File: config.mk
export PLATFORM = sky130hd
export DESIGN_NAME = watchdog_and_reset_gen
export DESIGN_NICKNAME = d
export VERILOG_FILES = /design/src/logic/reset_stretch.v /design/src/logic/watchdog_and_reset_gen.v
export VERILOG_INCLUDE_DIRS = /design/src /design/src/logic
export SDC_FILE = /design/constraint.sdc
export NUM_CORES = 1
export LEC_CHECK = 0
export ABC_AREA = 0
export BUFFER_PORTS_ARGS = -buffer_cell sky130_fd_sc_hd__buf_2
export CAP_MARGIN = 20
export CORE_MARGIN = 2
export CORE_UTILIZATION = 55
export CTS_CLUSTER_DIAMETER = 150
export DETAILED_ROUTE_END_ITERATION = 8
export GPL_TIMING_DRIVEN = 1
export PLACE_DENSITY_LB_ADDON = 0.15
export SKIP_LAST_GASP = 1
export SYNTH_ARGS = -nofsm -noshare
export SYNTH_HDL_FRONTEND = slang
export SYNTH_HIERARCHICAL = 1
export SYNTH_SLANG_ARGS = --single-unit
File: constraint.sdc
create_clock -name sys_clk_i -period 4.34 [get_ports sys_clk_i]
set_clock_uncertainty 0.05 [all_clocks]
set_input_delay 0.868 -clock sys_clk_i [delete_from_list [all_inputs] [get_ports sys_clk_i]]
set_output_delay 0.868 -clock sys_clk_i [all_outputs]
set_load 0.1 [all_outputs]
File: src/logic/watchdog_consts.vh
// Purpose: constants for the watchdog and chip reset generator
// Assumes: 8-bit special register space, 16-bit instruction address
// Notes:   definitions only
`ifndef WATCHDOG_CONSTS_VH
`define WATCHDOG_CONSTS_VH

// register addresses in the special register space
`define WD_CTRL_ADDR        8'h34
`define WD_CODE_ADDR        8'h35

// watchdog_control field positions
`define WD_EN_BIT           3
`define WD_DTS_HI           2
`define WD_DTS_LO           1
`define WD_OUTSEL_BIT       0

// reset values
`define WD_EN_RST           1'b1
`define WD_DTS_RST          2'h0
`define WD_OUTSEL_RST       1'b1

// codes for watchdog_code_write
`define WD_CLEAR_CODE       8'h4E
`define WD_DISABLE_CODE     8'hB1

// overflow period exponents for code 00, step 2 per code
`define WD_HI_EXP_BASE      6'h19
`define WD_LO_EXP_BASE      6'h11

// reset output time exponent, in high-clock periods
`define RST_OUT_EXP         20

// address trap window for instruction fetches
`define TRAP_ADDR_LO        16'h0000
`define TRAP_ADDR_HI        16'h043F

// reset vector location
`define RESET_VECTOR_ADDR   16'hFFFE

// oscillator enable bits of system_control_two
`define HIGH_OSC_EN_BIT     7
`define LOW_OSC_EN_BIT      6

`endif

File: src/logic/reset_stretch.v
// Purpose: holds an internal reset for 2^EXP clock periods after a trigger
// Assumes: sys_clk_i is the high-frequency clock
// Notes:   comes out of power-up busy, so one period may show at power-on
`timescale 1ns/1ns
`default_nettype none

module reset_stretch #(
    parameter EXP = 20
) (
    input  wire sys_clk_i,
    input  wire rst_n_i,
    input  wire trigger_i,
    output wire busy_o
);

    reg  [EXP:0] cnt_r;
    reg  [EXP:0] cnt_nxt;

    always @* begin
        cnt_nxt = cnt_r;
        if (trigger_i) begin
            cnt_nxt = {1'b0, {EXP{1'b0}}};
        end else if (!cnt_r[EXP]) begin
            cnt_nxt = cnt_r + {{EXP{1'b0}}, 1'b1};
        end
    end

    // RQ18: power-up starts one period
    always @(posedge sys_clk_i or negedge rst_n_i) begin
        if (!rst_n_i) begin
            cnt_r <= {1'b0, {EXP{1'b0}}};
        end else begin
            cnt_r <= cnt_nxt;
        end
    end

    assign busy_o = ~cnt_r[EXP];

endmodule // reset_stretch

`default_nettype wire

File: src/logic/watchdog_and_reset_gen.v
// Purpose: watchdog timer with code-clear and chip reset generator
// Assumes: all inputs synchronous to sys_clk_i (the high-frequency clock)
// Notes:   reset pin is open drain, shown as input, output and enable
//
// Function
// RQ1: overflow action resets to chip reset; choice changes only once per reset
// RQ2: two-bit field picks 2^25..2^19 high or 2^17..2^11 low cycles
// RQ3: overflow without clear gives chip reset if select is 1, else interrupt
// RQ4: after select cleared to interrupt, writes setting it back are ignored
// RQ5: counter holds during stop, warm-up and idle, resumes from held count
// RQ6: code 4E clears counter, B1 is disable code, others do nothing
// RQ7: disable code works only when enable bit already 0
// RQ8: disabling the watchdog clears its counter to zero
// RQ9: enable bit is bit 3, resets to 1, writing 1 enables
// RQ10: interrupt ignores enable flags, waits while watchdog or soft irq in service
// RQ11: watchdog reset drives pin low for 2^20 high-clock periods
// RQ12: watchdog reset in slow mode turns high oscillator on, times in fc
// RQ13: outside party holds reset pin low at least 12 high-clock periods
// RQ14: reset pin high releases reset, execution starts from vector at FFFE
// RQ15: instruction fetch from 0000..043F causes address-trap reset of 2^20
// RQ16: both oscillator enables zero gives reset, keeps oscillation, pin low
// RQ17: any reset loads vector, clears cpu state flags, enables watchdog
// RQ18: internal reset logic may pull pin low one period at power-up
// RQ19: software disables or clears watchdog around stop mode
// RQ20: control register write-only, whole-byte stores, no read-modify-write
// RQ21: all sources merge into one active-low reset; only the internal sources go through the shared duration counter
`timescale 1ns/1ns
`default_nettype none
`include "watchdog_consts.vh"

module watchdog_and_reset_gen #(
    parameter [5:0] HI_EXP_BASE = `WD_HI_EXP_BASE,
    parameter [5:0] LO_EXP_BASE = `WD_LO_EXP_BASE,
    parameter       RST_EXP     = `RST_OUT_EXP
) (
    input  wire        sys_clk_i,
    input  wire        rst_n_i,
    // register write port from the cpu core
    input  wire        wr_en_i,
    input  wire [7:0]  wr_addr_i,
    input  wire [7:0]  wr_data_i,
    // instruction fetch monitor
    input  wire        fetch_valid_i,
    input  wire [15:0] fetch_addr_i,
    // system state
    input  wire [7:0]  system_control_two_i,
    input  wire        slow_mode_i,
    input  wire        low_clk_tick_i,
    input  wire        stop_mode_i,
    input  wire        idle_mode_i,
    // interrupt handshake
    input  wire        wd_irq_ack_i,
    input  wire        sw_irq_in_service_i,
    input  wire        nmi_return_instr_i,
    output wire        wd_interrupt_request_o,
    // reset pin, open drain
    input  wire        reset_pin_i,
    output wire        reset_pin_o,
    output wire        reset_pin_oe_o,
    // chip reset and initial state
    output wire        chip_reset_n_o,
    output wire        high_osc_force_on_o,
    output reg         pc_load_vector_o,
    output reg  [15:0] vector_addr_o,
    output reg         wd_running_o
);

    localparam CNT_W = (HI_EXP_BASE > LO_EXP_BASE) ? HI_EXP_BASE : LO_EXP_BASE;

    // control state
    reg              wd_enable_bit_r;
    reg              wd_enable_bit_nxt;
    reg  [1:0]       detect_time_select_r;
    reg  [1:0]       detect_time_select_nxt;
    reg              overflow_action_select_r;
    reg              overflow_action_select_nxt;
    reg              running_r;
    reg              running_nxt;
    reg  [CNT_W-1:0] cnt_r;
    reg  [CNT_W-1:0] cnt_nxt;
    reg              pending_r;
    reg              pending_nxt;
    reg              in_service_r;
    reg              in_service_nxt;
    reg              chip_rst_d_r;

    // decode and timing
    wire             ctrl_wr;
    wire             code_wr;
    wire             clear_code;
    wire             disable_code;
    wire             freeze;
    wire             tick;
    reg  [5:0]       exp_sel;
    reg  [CNT_W-1:0] limit;
    wire             overflow;
    wire             wd_reset_evt;
    wire             trap_evt;
    wire             osc_dead;
    wire             stretch_busy;
    wire             chip_rst;

    // RQ20: whole-byte writes only, nothing readable
    assign ctrl_wr      = wr_en_i & (wr_addr_i == `WD_CTRL_ADDR);
    assign code_wr      = wr_en_i & (wr_addr_i == `WD_CODE_ADDR);
    // RQ6: only two codes are recognised
    assign clear_code   = code_wr & (wr_data_i == `WD_CLEAR_CODE);
    assign disable_code = code_wr & (wr_data_i == `WD_DISABLE_CODE);

    // RQ5: hold in stop, warm-up and idle
    assign freeze = stop_mode_i | idle_mode_i;

    // RQ2: high clock counts every cycle, low clock on its tick
    assign tick = running_r & ~freeze & (slow_mode_i ? low_clk_tick_i : 1'b1);

    // RQ2: period select
    always @* begin
        if (slow_mode_i) begin
            exp_sel = LO_EXP_BASE - {3'h0, detect_time_select_r, 1'b0};
        end else begin
            exp_sel = HI_EXP_BASE - {3'h0, detect_time_select_r, 1'b0};
        end
        limit = ~({CNT_W{1'b1}} << exp_sel);
    end

    // RQ3: overflow at the top of the selected period
    assign overflow     = tick & (cnt_r == limit) & ~clear_code;
    assign wd_reset_evt = overflow & overflow_action_select_r;

    // RQ15: fetch from ram or register area
    assign trap_evt = fetch_valid_i
                    & (fetch_addr_i >= `TRAP_ADDR_LO)
                    & (fetch_addr_i <= `TRAP_ADDR_HI);

    // RQ16: both oscillator enables low
    assign osc_dead = ~system_control_two_i[`HIGH_OSC_EN_BIT]
                    & ~system_control_two_i[`LOW_OSC_EN_BIT];

    // RQ11: shared reset duration counter
    reset_stretch #(
        .EXP       (RST_EXP)
    ) u_stretch (
        .sys_clk_i (sys_clk_i),
        .rst_n_i   (rst_n_i),
        .trigger_i (wd_reset_evt | trap_evt | osc_dead),
        .busy_o    (stretch_busy)
    );

    // RQ21: one active-low reset from all sources
    assign chip_rst       = ~reset_pin_i | stretch_busy | osc_dead;
    assign chip_reset_n_o = ~chip_rst;

    // RQ16: internal sources pull the pin low
    assign reset_pin_o    = 1'b0;
    assign reset_pin_oe_o = stretch_busy | osc_dead;

    // RQ12: high oscillator stays on while internal reset is timed
    assign high_osc_force_on_o = stretch_busy | osc_dead;

    // control register next state
    always @* begin
        wd_enable_bit_nxt          = wd_enable_bit_r;
        detect_time_select_nxt     = detect_time_select_r;
        overflow_action_select_nxt = overflow_action_select_r;
        running_nxt                = running_r;
        if (ctrl_wr) begin
            wd_enable_bit_nxt      = wr_data_i[`WD_EN_BIT];
            detect_time_select_nxt = wr_data_i[`WD_DTS_HI:`WD_DTS_LO];
            // RQ4: select can only fall to interrupt mode
            overflow_action_select_nxt = overflow_action_select_r
                                       & wr_data_i[`WD_OUTSEL_BIT];
            // RQ9: writing 1 enables
            if (wr_data_i[`WD_EN_BIT]) begin
                running_nxt = 1'b1;
            end
        end
        // RQ7: disable code only with enable bit already 0
        if (disable_code && !wd_enable_bit_r) begin
            running_nxt = 1'b0;
        end
    end

    // counter next state
    always @* begin
        cnt_nxt = cnt_r;
        if (tick) begin
            if (cnt_r == limit) begin
                cnt_nxt = {CNT_W{1'b0}};
            end else begin
                cnt_nxt = cnt_r + {{(CNT_W-1){1'b0}}, 1'b1};
            end
        end
        // RQ6: clear code restarts the count
        if (clear_code) begin
            cnt_nxt = {CNT_W{1'b0}};
        end
        // RQ8: disabled watchdog holds zero
        if (!running_nxt) begin
            cnt_nxt = {CNT_W{1'b0}};
        end
    end

    // interrupt request and service tracking
    always @* begin
        pending_nxt    = pending_r;
        in_service_nxt = in_service_r;
        if (wd_irq_ack_i && wd_interrupt_request_o) begin
            pending_nxt    = 1'b0;
            in_service_nxt = 1'b1;
        end
        if (nmi_return_instr_i) begin
            in_service_nxt = 1'b0;
        end
        // RQ3: interrupt mode overflow, set wins over acceptance
        if (overflow && !overflow_action_select_r) begin
            pending_nxt = 1'b1;
        end
    end

    // RQ10: pseudo non-maskable, held off while a previous one is serviced
    assign wd_interrupt_request_o = pending_r & ~in_service_r & ~sw_irq_in_service_i;

    always @(posedge sys_clk_i or negedge rst_n_i) begin
        if (!rst_n_i) begin
            wd_enable_bit_r          <= `WD_EN_RST;
            detect_time_select_r     <= `WD_DTS_RST;
            overflow_action_select_r <= `WD_OUTSEL_RST;
            running_r                <= 1'b1;
            cnt_r                    <= {CNT_W{1'b0}};
            pending_r                <= 1'b0;
            in_service_r             <= 1'b0;
        end else if (chip_rst) begin
            // RQ17: any reset enables the watchdog
            // RQ1: reset selects chip reset action
            wd_enable_bit_r          <= `WD_EN_RST;
            detect_time_select_r     <= `WD_DTS_RST;
            overflow_action_select_r <= `WD_OUTSEL_RST;
            running_r                <= 1'b1;
            cnt_r                    <= {CNT_W{1'b0}};
            pending_r                <= 1'b0;
            in_service_r             <= 1'b0;
        end else begin
            wd_enable_bit_r          <= wd_enable_bit_nxt;
            detect_time_select_r     <= detect_time_select_nxt;
            overflow_action_select_r <= overflow_action_select_nxt;
            running_r                <= running_nxt;
            cnt_r                    <= cnt_nxt;
            pending_r                <= pending_nxt;
            in_service_r             <= in_service_nxt;
        end
    end

    // RQ14: vector load on release of reset
    always @(posedge sys_clk_i or negedge rst_n_i) begin
        if (!rst_n_i) begin
            chip_rst_d_r     <= 1'b1;
            pc_load_vector_o <= 1'b0;
            vector_addr_o    <= `RESET_VECTOR_ADDR;
            wd_running_o     <= 1'b1;
        end else begin
            chip_rst_d_r     <= chip_rst;
            pc_load_vector_o <= chip_rst_d_r & ~chip_rst;
            vector_addr_o    <= `RESET_VECTOR_ADDR;
            wd_running_o     <= running_nxt & ~chip_rst;
        end
    end

endmodule // watchdog_and_reset_gen

`default_nettype wire

==> metrics.cfg, run 1 <==
[grt]
antenna_found_initial=0
grt-ovfl-total=0
first_global_vias=2976
grt_usage=0.2230
grt_pass1_wl_microns=13090
grt_max_degree=31

[setup_path]
worstPathRequired_ps=4500
cp-end-kind=flop
crit-reg2reg-launch=detect_time_select_r[0]
r2r_end=u_stretch/cnt_r[15]
ff2ff_path_depth=13
path_class=flop to flop
cp_data_arrival_time_ps=3820
reg2reg_slack_ps=690
crit_path_max_incr_delay_ps=480
crit_slowest_cell=or4_1
crit_family=simple AND/OR/NAND/NOR gates
critPathBufInv=4
path_cells=inv_1, ha_1, inv_1, ha_1, inv_2, or4_1, a222oi_1, nand4_2, or3b_1, o21ai_1, buf_12, and2b_2, mux2_4
start_kind=flop
cp_max_fo=24

[floorplanning]
die_w_microns=83.96
initial_core_util=0.5601
die_y_microns=83.96
pin_count=75
dieArea_sq_mm=0.007048
core_area_sq_mm=0.006277
num_rows=29

[timing]
slew-limit-headroom=0.3816
hold_ws_ps=450.2
finalHoldViolations=0
fin_ws_ps=685.3
finalSetupTns_ps=0
fmax_ghz=0.2736
post-route-min-period_ps=3655
setup_violations=0
min_period_over_period=0.8421
rsz0062_at_grt=false
slew_violations=0
worst_pin_slew_ps=923.5

[finish]
seq_area_sq_mm=0.001408
mostFrequentLayoutCell=dfrtp_1
final_cells=514
diodes=0
nFillCells=545
multi_input_area_sq_mm=0.001919
drive_above_1_share=0.2014
nets=496
layout_common_cells=dfrtp_1, buf_2, nand2_1
syn_to_final_growth_pct=10.50

[clock_network]
ctsHtreeMaxLevel=2
cts_tree=yes
insertion_delay_ps=320
holdBufCountCts=0
cts_buffer_depth=2
cts_buffers=5
cts_resized=0
cts_sinks=56
clk_pin_slew_worst_paths_ps=100
clockRootBuffer=clkbuf_8
post_cts_buffers=0

[run_status]
status=complete, no violations

[place]
portBuffers=45
place_congestion=0.8271
dp_hpwl_microns=5438
place_inst=506
dp_slack_ps=371.4

[route]
vias_per_cell=5.794
drc=0
ant_nets=0
wl_per_cell_microns=14.45
vias=2978
wirelength_microns=7427
first_iter_violations=142
dr.pass1.iters=4

[synthesis]
synthFlopType=dfrtp_1
synth_edf_count=0
synth.distinct_cells=67
synth_seq_cells=56
netlist_instances=394
synth-seq-area-share=0.4004
ys_warn_count=6
syn_area_sq_mm=0.003516
synth-async-reset-ratio=1.000
avgSynthCellArea_sq_um=8.924

[min_path]
hp-class=flop to flop
min_delay_path_depth=2
hp-start=overflow_action_select_r
min_to=overflow_action_select_r

[job]
drv_cap=0

[pwr]
p_total_mw=1.010
peakVddDrop_mv=0.1635
p_leak_nw=1.677
pwr_density_cell_mw_per_mm2=259.9

==> report_power, final <==
part           total (mW)  switching, mW  internal, mW  leakage [nW]
logic               0.145          0.108        0.0373         0.865
clock network       0.311          0.180         0.131        0.0516
registers           0.554         0.0185         0.535         0.760
==> worst max path at each step <==
stage,slack (ps),end,cells past startpoint,from
final,690,u_stretch/cnt_r[15],13,detect_time_select_r[0]
after global routing,510,u_stretch/cnt_r[15],13,detect_time_select_r[0]
after CTS,690,u_stretch/cnt_r[15],13,detect_time_select_r[0]
after global placement,410,u_stretch/cnt_r[15],12,slow_mode_i
after detailed placement,370,u_stretch/cnt_r[15],12,slow_mode_i
after floorplan,260,wd_interrupt_request_o,1,sw_irq_in_service_i
==> through the flow <==
stage | util | area (sq um)
after floorplan | - | 3572
after global placement | 0.6035 | 3789
after detailed placement | 0.6035 | 3789
after CTS | 0.6189 | 3885
after global routing | 0.6189 | 3885
final | 0.6189 | 3885
==> final cells by class <==
class | count | share of cell area
Sequential cell | 56 | 0.3623
Tap cell | 77 | 0.02480
Inverter | 20 | 0.01932
Timing Repair Buffer | 52 | 0.07472
Clock buffer | 6 | 0.02126
Multi-Input combinational cell | 301 | 0.4940
Clock inverter | 2 | 0.003543
==> routing by layer <==
layer	track usage	wire length, microns	vias to the layer above	part of all wire
met2	0.3738	3581	77	0.48
met3	0.03165	359	6	0.048
met4	0.07331	74	0	0.010
met1	0.2981	3412	1410	0.46
met5	0	0	-	0
li1	-	-	1485	-
==> cells in the mapped netlist, drive strengths merged (3+ instances only) <==
cell | instances | area share
and2 | 5 | 0.0089
nor4b | 4 | 0.014
a31oi | 6 | 0.011
and4 | 4 | 0.010
clkbuf | 11 | 0.012
nor3b | 3 | 0.0064
o22ai | 3 | 0.0053
dfstp | 5 | 0.037
nor2b | 4 | 0.0071
or3 | 10 | 0.018
inv | 20 | 0.021
nor3 | 10 | 0.014
xnor2 | 5 | 0.012
a21oi | 11 | 0.016
nand4 | 28 | 0.058
nand3 | 23 | 0.036
o311ai | 11 | 0.027
o211ai | 6 | 0.013
and3 | 6 | 0.011
nor2 | 25 | 0.027
buf | 21 | 0.042
ha | 8 | 0.028
nand2 | 44 | 0.047
dfrtp | 51 | 0.36
nand2b | 6 | 0.011
o31ai | 3 | 0.0078
xor2 | 7 | 0.017
o21ai | 19 | 0.027
nor4 | 3 | 0.0096
==> cell families (layout without fill, tap and decap cells) <==
group           after synthesis  count (layout)  synth area share
fa+ha+maj                     8               8           0.02847
other cells                   2              17          0.002136
mux                           3               3           0.01032
flops                        56              56            0.4004
simple gates                187             187            0.3100
compound gates               74              74            0.1434
buf+inv                      52              80           0.07544
xor+xnor                     12              12           0.02989
==> flip-flops by register name (all words and copies together) (netlist names) <==
name	flops
chip_rst_d_r	1
cnt_r	25
detect_time_select_r	2
in_service_r	1
overflow_action_select_r	1
pc_load_vector_o	1
pending_r	1
running_r	1
u_stretch/cnt_r	21
wd_enable_bit_r	1
wd_running_o	1
==> worst reg2reg max path, cell delays in order, from the launching register on <==
cell,delay [ps]
dfrtp_1,400
inv_1,80
ha_1,220
inv_1,80
ha_1,280
inv_2,50
or4_1,480
a222oi_1,430
nand4_2,170
or3b_1,410
o21ai_1,220
buf_12,200
and2b_2,220
mux2_4,250
(Power assumes the default switching activity.)
==> inputs of run 2 (changes only) <==
==> constraint.sdc (replaced) <==
create_clock -name sys_clk_i -period 3.5 [get_ports sys_clk_i]
set_clock_uncertainty 0.05 [all_clocks]
set_input_delay 0.7 -clock sys_clk_i [delete_from_list [all_inputs] [get_ports sys_clk_i]]
set_output_delay 0.7 -clock sys_clk_i [all_outputs]
set_load 0.1 [all_outputs]
==> metrics.cfg, run 2 (same netlist as run 1, synthesis figures left out) <==
[place]
portBuffers=45  ; unchanged
place_congestion=0.8118  ; -1.8%
dp_hpwl_microns=5316  ; -2.2%
place_area_sq_mm=0.003871  ; +2.2%

[finish]
final_area_sq_mm=0.004028  ; +3.7%
largest_register_ffs=25  ; unchanged
diodes=0  ; unchanged
nets=510  ; +2.8%
top_regs=cnt_r (25), u_stretch/cnt_r (21), detect_time_select_r (2)
seq_area_sq_mm=0.001408  ; unchanged
multi_input_area_sq_mm=0.001963  ; +2.3%
drive_above_1_share=0.2439  ; +0.04253
layout_common_cells=dfrtp_1, buf_2, nand2_1
largest_register=cnt_r
nFillCells=562  ; +3.1%
mostFrequentLayoutCell=dfrtp_1
syn_to_final_growth_pct=14.56
final_util=0.6416  ; +0.02272

[floorplanning]
dieArea_sq_mm=0.007048  ; unchanged
die_w_microns=83.96  ; unchanged
initial_core_util=0.5601  ; unchanged
die_y_microns=83.96  ; unchanged
pin_count=75  ; unchanged
num_rows=29  ; unchanged
core_area_sq_mm=0.006277  ; unchanged

[route]
first_iter_violations=143  ; +0.70%
vias_per_cell=5.792  ; about the same
wirelength_microns=7508  ; +1.1%
ant_nets=0  ; unchanged
dr.pass1.iters=4  ; unchanged
drc=0  ; unchanged
vias=3058  ; +2.7%
wl_per_cell_microns=14.22  ; -1.6%

[grt]
grt_pass1_wl_microns=13170  ; +0.63%
first_global_vias=2975  ; -0.034%
grt_usage=0.2232  ; +0.0002325
antenna_found_initial=0  ; unchanged
grt_max_degree=57  ; +84%
grt-ovfl-total=0  ; unchanged

[run_status]
status=complete, no violations

[job]
drv_cap=0  ; unchanged

[clock_network]
clockRootBuffer=clkbuf_8
insertion_delay_ps=320  ; about the same
ctsHtreeMaxLevel=2  ; unchanged
cts_buffer_depth=2  ; unchanged
clk_pin_slew_worst_paths_ps=110  ; about the same
cts_buffers=5  ; unchanged
cts_tree=yes
holdBufCountCts=0  ; unchanged
cts_sinks=56  ; unchanged

[timing]
min_period_over_period=0.9303  ; +0.08819
post-route-min-period_ps=3256  ; -398.7 ps
setup_violations=0  ; unchanged
slew_violations=0  ; unchanged
worst_pin_slew_ps=976.0  ; +52.46 ps
finalHoldViolations=0  ; unchanged
slew-limit-headroom=0.3465  ; -0.03513
fmax_ghz=0.3071  ; +12%

[setup_path]
worstPathRequired_ps=3670  ; -830 ps
ff2ff_path_depth=14  ; +1
path_class=flop to flop
cp_data_arrival_time_ps=3420  ; -400 ps
cp-end-kind=flop
reg2reg_slack_ps=240  ; -440 ps
start_kind=flop
r2r_end=u_stretch/cnt_r[15]
cp_max_fo=5  ; -79%
crit-reg2reg-launch=detect_time_select_r[1]

[pwr]
pwr_density_cell_mw_per_mm2=311.7  ; +20%
p_leak_nw=1.743  ; +4.0%
peakVddDrop_mv=0.1892  ; +16%

[min_path]
hp-class=input pin to async pin

run 2: changes by cell type in the layout (fill, tap and decap cells not counted), sizes merged:
cell,previous run,this run
buf,52,65
clkbuf,6,5
clkdlybuf4s15,0,1
clkinv,1,2
run 2: what timing repair did:
action                                  CTS  global route
resized for setup                         0             9
buffers inserted                          0             1
endpoints found under the setup margin    0             3
run 2: per-stage QoR:
step	TNS [ps]	hold slack (ps)	power (mW)	cells	setup WS [ps]
2_1_floorplan	0	354.4	0.8422	409	72.27
3_3_place_gp	-39.86	435.7	0.8801	518	-39.86
3_5_place_dp	-59.63	440.2	0.8852	518	-59.63
4_1_cts	0	455.7	1.262	526	124.6
5_1_grt	-3.709	475.7	1.308	528	-3.709
6_report	0	439.3	1.255	528	244.0
run 2: where the power goes:
group | internal [mW] | total, mW | switching [mW]
registers | 0.664 | 0.687 | 0.0235
clock network | 0.147 | 0.378 | 0.231
logic | 0.0528 | 0.190 | 0.138
run 2: worst max-delay path by stage:
stage                                        from                  end  slack (ps)
after floorplan                       slow_mode_i  u_stretch/cnt_r[17]          70
after global placement                slow_mode_i  u_stretch/cnt_r[15]         -40
after detailed placement              slow_mode_i  u_stretch/cnt_r[15]         -60
after CTS                 detect_time_select_r[0]  u_stretch/cnt_r[15]         120
after global routing      detect_time_select_r[0]  u_stretch/cnt_r[15]          -4
final                     detect_time_select_r[1]  u_stretch/cnt_r[15]         240
run 2: routing by layer:
metal  GRT usage  wire length [microns]  vias to the layer above  part of all wire
li1            -                      -                     1528                 -
met1      0.3057                   3504                     1442              0.47
met2      0.3673                   3566                       81              0.47
met3     0.03561                    371                        7             0.049
met4     0.06452                     66                        0            0.0088
met5           0                      0                        -                 0
run 2: area by class of cell:
| class | count | area share |
|---|---|---|
| repair buffers | 66 | 0.09692 |
| flip-flops and latches | 56 | 0.3495 |
| multi-input cells | 301 | 0.4874 |
| well taps | 77 | 0.02392 |
| clock inverters | 3 | 0.006524 |
| inverters | 20 | 0.01864 |
| clock buffers | 5 | 0.01709 |
run 2: worst max-delay path, cell delays in order (launching register included):
cell      delay (ps)
dfrtp_1          400
inv_1            100
ha_2             220
inv_2             60
ha_4             170
buf_4            140
and3b_1          210
o21ai_0           80
a222oi_1         410
nand4_2          150
or3b_4           410
o21ai_2          170
buf_6            140
and2b_2          210
mux2_4           250
